--- src/design/rcfr_pkg.sv ---
package rcfr_pkg;
  // Register byte addresses (chosen, word aligned)
  localparam logic [4:0] RCFR_OFS_FLAGS = 5'h00;
  localparam logic [4:0] RCFR_OFS_CTRL = 5'h04;
  localparam logic [4:0] RCFR_OFS_IRQ_STAT = 5'h08;
  localparam logic [4:0] RCFR_OFS_IRQ_MASK = 5'h0c;
  localparam logic [4:0] RCFR_OFS_FUSE = 5'h10;
  localparam int RCFR_ADDR_W = 8;
  localparam logic [7:0] RCFR_ADDR_FLAGS = 8'h00;
  localparam logic [7:0] RCFR_ADDR_CTRL = 8'h04;
  localparam logic [7:0] RCFR_ADDR_IRQ_STAT = 8'h08;
  localparam logic [7:0] RCFR_ADDR_IRQ_MASK = 8'h0c;
  localparam logic [7:0] RCFR_ADDR_STATUS = 8'h10;
  // Flag bit positions in the reset-cause register
  localparam int RCFR_BIT_POR = 0;
  localparam int RCFR_BIT_BOR = 1;
  localparam int RCFR_BIT_IDLE = 2;
  localparam int RCFR_BIT_SLEEP = 3;
  localparam int RCFR_BIT_WATCHDOG_EXPIRED_FLAG = 4;
  localparam int RCFR_BIT_SWDT = 5;
  localparam int RCFR_BIT_SWR = 6;
  localparam int RCFR_BIT_EXTERNAL_PIN_RESET_FLAG = 7;
  localparam int RCFR_BIT_CM = 9;
  localparam int RCFR_BIT_IOP = 14;
  localparam int RCFR_BIT_TRAP = 15;
  // Control register bit positions
  localparam int RCFR_CTRL_SBOR = 0;
  localparam int RCFR_CTRL_RET = 1;
  // Implemented bits of the reset-cause register
  localparam logic [15:0] RCFR_FLAGS_MASK = 16'hc2ff;
  localparam logic [15:0] RCFR_FLAGS_RST = 16'h0003;
  localparam logic [15:0] RCFR_ZERO16 = 16'h0000;
  // Fuse codes
  localparam logic [1:0] RCFR_WDT_FUSE_ALWAYS = 2'h3;
  localparam logic [1:0] RCFR_BOR_FUSE_SOFT = 2'h1;
  // Power-save operands
  localparam logic RCFR_PSAVE_SLEEP = 1'b0;
  localparam logic RCFR_PSAVE_IDLE = 1'b1;
endpackage : rcfr_pkg

--- src/design/rcfr_evt_if.sv ---
`timescale 1ns/100ps
interface rcfr_evt_if;
  logic [15:0] set_mask;
  logic [15:0] clr_mask;
  modport src (output set_mask, output clr_mask);
  modport dst (input set_mask, input clr_mask);
endinterface : rcfr_evt_if

--- src/design/rcfr_event_decode.sv ---
`timescale 1ns/100ps
module rcfr_event_decode
  import rcfr_pkg::*;
(
  // Core event strobes
  input wire logic ev_bor,
  input wire logic ev_external_pin_reset_flag,
  input wire logic ev_swr,
  input wire logic ev_watchdog_expired_flag,
  input wire logic ev_trap,
  input wire logic ev_iop,
  input wire logic ev_cm,
  input wire logic ev_wdt_clear,
  input wire logic ev_psave,
  input wire logic ev_psave_op,
  // Decoded masks
  rcfr_evt_if.src evt
);
  // Per-event set and clear bits
  logic [15:0] set_w;
  logic [15:0] clr_w;
  always_comb begin
    set_w = RCFR_ZERO16;
    set_w[RCFR_BIT_BOR] = ev_bor;
    set_w[RCFR_BIT_WATCHDOG_EXPIRED_FLAG] = ev_watchdog_expired_flag;
    set_w[RCFR_BIT_SLEEP] = ev_psave && (ev_psave_op == RCFR_PSAVE_SLEEP);
    set_w[RCFR_BIT_IDLE] = ev_psave && (ev_psave_op == RCFR_PSAVE_IDLE);
    set_w[RCFR_BIT_TRAP] = ev_trap;
    set_w[RCFR_BIT_IOP] = ev_iop;
    set_w[RCFR_BIT_CM] = ev_cm;
    set_w[RCFR_BIT_EXTERNAL_PIN_RESET_FLAG] = ev_external_pin_reset_flag;
    set_w[RCFR_BIT_SWR] = ev_swr;
    clr_w = RCFR_ZERO16;
    clr_w[RCFR_BIT_WATCHDOG_EXPIRED_FLAG] = ev_wdt_clear || ev_psave;
  end
  assign evt.set_mask = set_w;
  assign evt.clr_mask = clr_w;
endmodule : rcfr_event_decode

--- src/design/rcfr_top.sv ---
// Functional notes
// A power-on reset sets the power-on flag at bit 0, which stays until software clears it.
// The brown-out flag at bit 1 is set by a brown-out reset and also by a power-on reset.
// The watchdog flag at bit 4 is set on expiry and cleared by watchdog-clear, power-save or power-on.
// The sleep flag at bit 3 is set by power-save with operand 0 and only power-on clears it in hardware.
// The idle flag at bit 2 is set by power-save with operand 1 and only power-on clears it in hardware.
// Trap conflict (15), bad opcode (14) and config mismatch (9) flags set on their events, cleared by power-on.
// Pin reset (7) and reset instruction (6) flags set on their events, cleared in hardware only by power-on.
// Software may set or clear every flag, and such a write never causes a reset.
// Writing bit 5 to one enables the watchdog, writing zero disables it.
// With watchdog fuse 11 the watchdog always runs and the software bit is ignored.
// The software brown-out enable works only when the brown-out fuse field is 01.
// Low-power fuse 1 keeps the retention regulator off; retention keeps SRAM during sleep.
// Each flag is sticky; the reset it records does not clear it.
`timescale 1ns/100ps
module rcfr_top
  import rcfr_pkg::*;
(
  // Clock and power-on reset
  input wire logic core_clk,
  input wire logic nrst,
  // Register port
  input wire logic [rcfr_pkg::RCFR_ADDR_W-1:0] reg_addr,
  input wire logic [15:0] reg_wdata,
  input wire logic reg_wr,
  input wire logic reg_rd,
  output logic [15:0] reg_rdata,
  // Reset and core event strobes, one cycle each
  input wire logic ev_bor,
  input wire logic ev_external_pin_reset_flag,
  input wire logic ev_swr,
  input wire logic ev_watchdog_expired_flag,
  input wire logic ev_trap,
  input wire logic ev_iop,
  input wire logic ev_cm,
  input wire logic ev_wdt_clear,
  input wire logic ev_psave,
  input wire logic ev_psave_op,
  // Configuration fuses, static
  input wire logic [1:0] watchdog_enable_fuse,
  input wire logic [1:0] brownout_config_fuse,
  input wire logic low_power_fuse,
  // Enables toward the analog and timer blocks
  output logic watchdog_run,
  output logic brownout_run,
  output logic retention_run,
  output logic sram_hold_in_sleep,
  // Interrupt
  output logic irq
);
  import rcfr_pkg::*;

  // Address match; every register select uses the same compare
  function automatic logic rcfr_hit(input logic [RCFR_ADDR_W-1:0] addr, input logic [RCFR_ADDR_W-1:0] ofs);
    return addr == ofs;
  endfunction : rcfr_hit

  // Implemented flag bits only; the holes read zero and ignore writes
  function automatic logic [15:0] rcfr_impl(input logic [15:0] value);
    return value & RCFR_FLAGS_MASK;
  endfunction : rcfr_impl

  // Reset release synchroniser
  logic rst_meta_r;
  logic rst_sync_r;
  always_ff @(posedge core_clk or negedge nrst) begin
    if (!nrst) begin
      rst_meta_r <= 1'b0;
      rst_sync_r <= 1'b0;
    end else begin
      rst_meta_r <= 1'b1;
      rst_sync_r <= rst_meta_r;
    end
  end
  wire rst_n = rst_sync_r;

  // Event decoding sits in its own module
  rcfr_evt_if evt ();
  rcfr_event_decode rcfr_event_decode_inst (
    .ev_bor(ev_bor),
    .ev_external_pin_reset_flag(ev_external_pin_reset_flag),
    .ev_swr(ev_swr),
    .ev_watchdog_expired_flag(ev_watchdog_expired_flag),
    .ev_trap(ev_trap),
    .ev_iop(ev_iop),
    .ev_cm(ev_cm),
    .ev_wdt_clear(ev_wdt_clear),
    .ev_psave(ev_psave),
    .ev_psave_op(ev_psave_op),
    .evt(evt)
  );

  // Fuses are static straps; sample them through two stages anyway
  logic [4:0] fuse_meta_r;
  logic [4:0] fuse_r;
  always_ff @(posedge core_clk or negedge rst_n) begin
    if (!rst_n) begin
      fuse_meta_r <= 5'h00;
      fuse_r <= 5'h00;
    end else begin
      fuse_meta_r <= {low_power_fuse, brownout_config_fuse, watchdog_enable_fuse};
      fuse_r <= fuse_meta_r;
    end
  end
  wire [1:0] wdt_fuse = fuse_r[1:0];
  wire [1:0] bor_fuse = fuse_r[3:2];
  wire lp_fuse = fuse_r[4];

  // Address decode
  wire sel_flags = rcfr_hit(reg_addr, RCFR_ADDR_FLAGS);
  wire sel_ctrl = rcfr_hit(reg_addr, RCFR_ADDR_CTRL);
  wire sel_stat = rcfr_hit(reg_addr, RCFR_ADDR_IRQ_STAT);
  wire sel_mask = rcfr_hit(reg_addr, RCFR_ADDR_IRQ_MASK);
  wire sel_status = rcfr_hit(reg_addr, RCFR_ADDR_STATUS);
  wire wr_flags = reg_wr && sel_flags;
  wire wr_ctrl = reg_wr && sel_ctrl;
  wire wr_mask = reg_wr && sel_mask;
  wire rd_stat = reg_rd && sel_stat;

  // Reset-cause flags: power-on loads POR and BOR, everything else zero
  logic [15:0] flags_r;
  logic [15:0] flags_nxt;
  logic [15:0] hw_set;
  logic [15:0] hw_clr;
  assign hw_set = rcfr_impl(evt.set_mask);
  assign hw_clr = rcfr_impl(evt.clr_mask);
  // Software write first, then hardware clear, hardware set wins last
  always_comb begin
    flags_nxt = flags_r;
    if (wr_flags) begin
      flags_nxt = rcfr_impl(reg_wdata);
    end
    flags_nxt = flags_nxt & ~hw_clr;
    flags_nxt = flags_nxt | hw_set;
  end
  // Only the power-on reset reloads these; of the events only watchdog-clear and power-save clear one, bit 4
  always_ff @(posedge core_clk or negedge rst_n) begin
    if (!rst_n) begin
      flags_r <= RCFR_FLAGS_RST;
    end else begin
      flags_r <= flags_nxt;
    end
  end

  // Control: software brown-out and retention enables
  logic [1:0] ctrl_r;
  always_ff @(posedge core_clk or negedge rst_n) begin
    if (!rst_n) begin
      ctrl_r <= 2'h0;
    end else if (wr_ctrl) begin
      ctrl_r <= reg_wdata[1:0];
    end
  end

  // Derived enables; fuses override software bits
  wire wdt_soft = flags_r[RCFR_BIT_SWDT];
  wire wdt_en = (wdt_fuse == RCFR_WDT_FUSE_ALWAYS) ? 1'b1 : wdt_soft;
  wire bor_en = (bor_fuse == RCFR_BOR_FUSE_SOFT) && ctrl_r[RCFR_CTRL_SBOR];
  wire ret_en = !lp_fuse && ctrl_r[RCFR_CTRL_RET];

  // Interrupt status: any newly recorded cause; read clears, set wins
  logic [15:0] istat_r;
  logic [15:0] imask_r;
  logic [15:0] istat_nxt;
  assign istat_nxt = (rd_stat ? RCFR_ZERO16 : istat_r) | hw_set;
  always_ff @(posedge core_clk or negedge rst_n) begin
    if (!rst_n) begin
      istat_r <= RCFR_ZERO16;
    end else begin
      istat_r <= istat_nxt;
    end
  end
  // Mask changes only on a software write
  always_ff @(posedge core_clk or negedge rst_n) begin
    if (!rst_n) begin
      imask_r <= RCFR_ZERO16;
    end else if (wr_mask) begin
      imask_r <= rcfr_impl(reg_wdata);
    end
  end

  // Read mux; unmapped addresses return zero
  wire [15:0] status_w = {11'h000, ret_en, bor_en, wdt_en, bor_fuse == RCFR_BOR_FUSE_SOFT, lp_fuse};
  wire [15:0] rd_mux = sel_flags ? flags_r :
                       sel_ctrl ? {14'h0000, ctrl_r} :
                       sel_stat ? istat_r :
                       sel_mask ? imask_r :
                       sel_status ? status_w : RCFR_ZERO16;

  // Read data valid only the cycle after the strobe, zero otherwise so buses can be OR-ed
  always_ff @(posedge core_clk or negedge rst_n) begin
    if (!rst_n) begin
      reg_rdata <= RCFR_ZERO16;
    end else begin
      reg_rdata <= reg_rd ? rd_mux : RCFR_ZERO16;
    end
  end

  // Watchdog run level toward the timer
  always_ff @(posedge core_clk or negedge rst_n) begin
    if (!rst_n) begin
      watchdog_run <= 1'b0;
    end else begin
      watchdog_run <= wdt_en;
    end
  end

  // Brown-out detector enable
  always_ff @(posedge core_clk or negedge rst_n) begin
    if (!rst_n) begin
      brownout_run <= 1'b0;
    end else begin
      brownout_run <= bor_en;
    end
  end

  // Retention regulator enable
  always_ff @(posedge core_clk or negedge rst_n) begin
    if (!rst_n) begin
      retention_run <= 1'b0;
    end else begin
      retention_run <= ret_en;
    end
  end

  // SRAM hold has its own flop so the output comes straight from a register
  always_ff @(posedge core_clk or negedge rst_n) begin
    if (!rst_n) begin
      sram_hold_in_sleep <= 1'b0;
    end else begin
      sram_hold_in_sleep <= ret_en;
    end
  end

  // Interrupt uses next-state status so a cause shows in the cycle it lands
  always_ff @(posedge core_clk or negedge rst_n) begin
    if (!rst_n) begin
      irq <= 1'b0;
    end else begin
      irq <= |(istat_nxt & imask_r);
    end
  end
endmodule : rcfr_top

--- config.mk ---
export PLATFORM = sky130hd
export DESIGN_NAME = rcfr_top
export DESIGN_NICKNAME = d
export VERILOG_FILES = /design/src/design/rcfr_pkg.sv /design/src/design/rcfr_evt_if.sv /design/src/design/rcfr_event_decode.sv /design/src/design/rcfr_top.sv
export SDC_FILE = /design/constraint.sdc
export NUM_CORES = 1
export LEC_CHECK = 0
export BUFFER_PORTS_ARGS = -buffer_cell sky130_fd_sc_hd__buf_2
export CAP_MARGIN = 20
export CORE_MARGIN = 8
export CORE_UTILIZATION = 55
export CTS_BUF_LIST = sky130_fd_sc_hd__clkbuf_16
export CTS_CLUSTER_SIZE = 8
export DETAILED_ROUTE_END_ITERATION = 12
export GPL_ROUTABILITY_DRIVEN = 0
export PLACE_DENSITY = 0.83
export RECOVER_POWER = 50
export SLEW_MARGIN = 0
export SYNTH_ARGS = -nofsm -noshare
export SYNTH_HDL_FRONTEND = slang
export SYNTH_SLANG_ARGS = --single-unit
export TNS_END_PERCENT = 1
--- constraint.sdc ---
create_clock -name core_clk -period 5.45 [get_ports core_clk]
set_input_delay 1.09 -clock core_clk [delete_from_list [all_inputs] [get_ports core_clk]]
set_output_delay 1.09 -clock core_clk [all_outputs]
set_load 0.02 [all_outputs]
==> flow_summary.toml <==
[worst_setup_path]
path_buf_inv = 1
crit_fanout = 60
start_kind = "flop"
endpoint_kind = "async pin"
path_class = "reg2async"
crit_start = "rst_n"
path_depth = 1
crit_required_ns = 5.18
timing.rr.start = "rst_n"
critPathTopFamily = "buffers and inverters"
ff2ff_path_depth = 1
crit_chain = "clkbuf_1"
cp-endpoint = "flags_r[3]"
arrival_ns = 2.89
slowest_delay_ns = 2.19
timing.rr.end = "flags_r[3]"
crit_slowest_cell = "clkbuf_1"
timing.reg2reg.setup_slack_ns = 2.30

[cts]
cts_tree = "done"
insertion_delay_ns = 0.32
cts.clk_slew.worst_paths_ns = 0.05
clockBufferDepth = 2
htree_levels = 3
clkSinkCount = 62
cts_resized = 0
cts-root-buf = "clkbuf_16"
cts_setup_buffers = 0
hold_buffers = 0
cts-buffers-inserted = 9

[cells_and_area]
final_common_cell = "dfrtp_1"
nets = 315
utilization_pct = 68.3
antenna_cells = 0
drive_gt1_share_pct = 30.0
syn_to_final_growth_pct = 20.4
mostFrequentLayoutCells = "59 x dfrtp_1, 52 x buf_2, 14 x a22oi_1"

[detailed_routing]
dr.pass1.iters = 4
detail_route.wl_per_cell_um = 18.1
viasPerCell = 5.85
drc = 0
totalWireLength_um = 5990
drt_iter0_markers = 165
vias = 1938
ant_nets = 0

[global_route]
grt_max_degree = 61
grt-ovfl-total = 0
grt_pass1_vias = 2019
antenna_found_initial = 0
gr-usage-all-layers_pct = 17.6
grt_pass1_wl_um = 9780

[synth]
synth_edf_count = 0
ys.flop_type = "dfrtp_1"
yosys.area.top_type_share_pct = 56.4
synthesis.area_um2 = 2660
synth-seq-cells = 62
yosys_warnings = 0
seq_area_frac_synth_pct = 58.4
synth_cell_type_count = 44
syn_area_per_cell_um2 = 12.3
synth_area_leader_cell = "dfrtp_1"
synth_area_leaders = "dfrtp_1 56%, mux2_1 5.1%, a22oi_1 3.9%"
async_reset_ff_share_pct = 100
netlist_instances = 216

[job]
drv_cap = 1

[floorplan]
ios = 64
dieArea_um2 = 7320
num_rows = 25
fp.dieW_um = 85.6
start_util_pct = 56.7
fp.coreArea_um2 = 4690
die_h_um = 85.6

[hold_path]
hp-class = "reg2reg"

[timing]
max_freq_mhz = 317
period_needed_ns = 3.15
setup_tns_ns = 0
hold_violations = 0
clock_skew_ns = 0.00475
worst_pin_slew_ns = 3.11
whs_ns = 0.346
slew_viol_final = 61
fin_crit_sh_pct = 57.8
setup_viol = 0
grt_setup_unrepaired = "no"
slew_headroom_pct = -108

[power]
total_power_mw = 1.09
p_leak_nw = 1.50
vdd_drop_max_uv = 310
powerDensity_nw_per_um2 = 341

[place]
portBuffers = 53
dp_hpwl_um = 4200

[run_status]
violations = "max-capacitance violations, max-slew violations"
status = "finished, violations left"
stage by stage:
step | cell area [um2] | instances | worst slack (ns)
6_report | 3200 | 331 | 2.30
5_1_grt | 3200 | 331 | 1.62
4_1_cts | 3200 | 330 | 2.46
3_5_place_dp | 2910 | 314 | 2.13
3_3_place_gp | 2910 | 314 | 2.19
2_1_floorplan | 2680 | 220 | 2.73
worst min path at each step:
stage	depth (start not counted)	slack [ns]	end	start
5_1_grt	0	0.35	fuse_r[3]	fuse_meta_r[3]
4_1_cts	0	0.35	fuse_r[3]	fuse_meta_r[3]
2_1_floorplan	0	0.33	fuse_r[0]	fuse_meta_r[0]
3_3_place_gp	0	0.33	fuse_r[1]	fuse_meta_r[1]
3_5_place_dp	0	0.33	fuse_r[2]	fuse_meta_r[2]
6_report	0	0.35	fuse_r[3]	fuse_meta_r[3]
logic make-up after synthesis:
logic type,after synthesis,synth area share [%]
AOI/OAI and AO/OA,48,13.6
buffers and inverters,23,5.17
muxes,25,10.9
other,2,0.282
and+or+nand+nor,56,11.7
DFF,62,58.4
cells in the mapped netlist, types with 6 or more instances:
| library cell | instances |
|---|---|
| dfrtp_1 | 60 |
| a21oi_1 | 7 |
| nand3_1 | 6 |
| mux2_2 | 9 |
| a22oi_1 | 14 |
| a211o_1 | 6 |
| nor2b_1 | 11 |
| buf_4 | 6 |
| a21o_1 | 6 |
| nand2_1 | 12 |
| nor2_1 | 11 |
| inv_1 | 9 |
| mux2_1 | 12 |
registers in the layout (all words and copies together) (netlist names):
signal              flops
reg_rdata              11
rst_meta_r              1
fuse_r                  5
fuse_meta_r             5
flags_r                11
rst_n                   1
brownout_run            1
ctrl_r                  2
irq                     1
istat_r                11
imask_r                11
sram_hold_in_sleep      1
watchdog_run            1
power by group:
| group | total (mW) | internal [mW] | switching (mW) | leakage (nW) |
|---|---|---|---|---|
| combinational | 0.0812 | 0.0313 | 0.0499 | 0.610 |
| sequential | 0.483 | 0.476 | 0.00712 | 0.738 |
| clock | 0.529 | 0.346 | 0.183 | 0.151 |
| total | 1.09 | 0.853 | 0.240 | 1.50 |
cell type report:
type                    count  area, um2
clock inverters             7       58.8
flip-flops and latches     62       1560
well taps                  54       67.6
repair buffers             55        279
clock buffers               9        225
inverters                   9       33.8
multi-input cells         135        985
fillers                   333       1490
per-layer routing:
metal	track usage (%)	share of wire [%]	wire, um	up-vias
met4	8.76	2.8	167	0
met2	26.4	48	2870	92
met3	8.12	8.5	507	15
li1	-	-	-	882
met5	0	0	0	-
met1	20.8	41	2450	949
(Power assumes the default switching activity.)
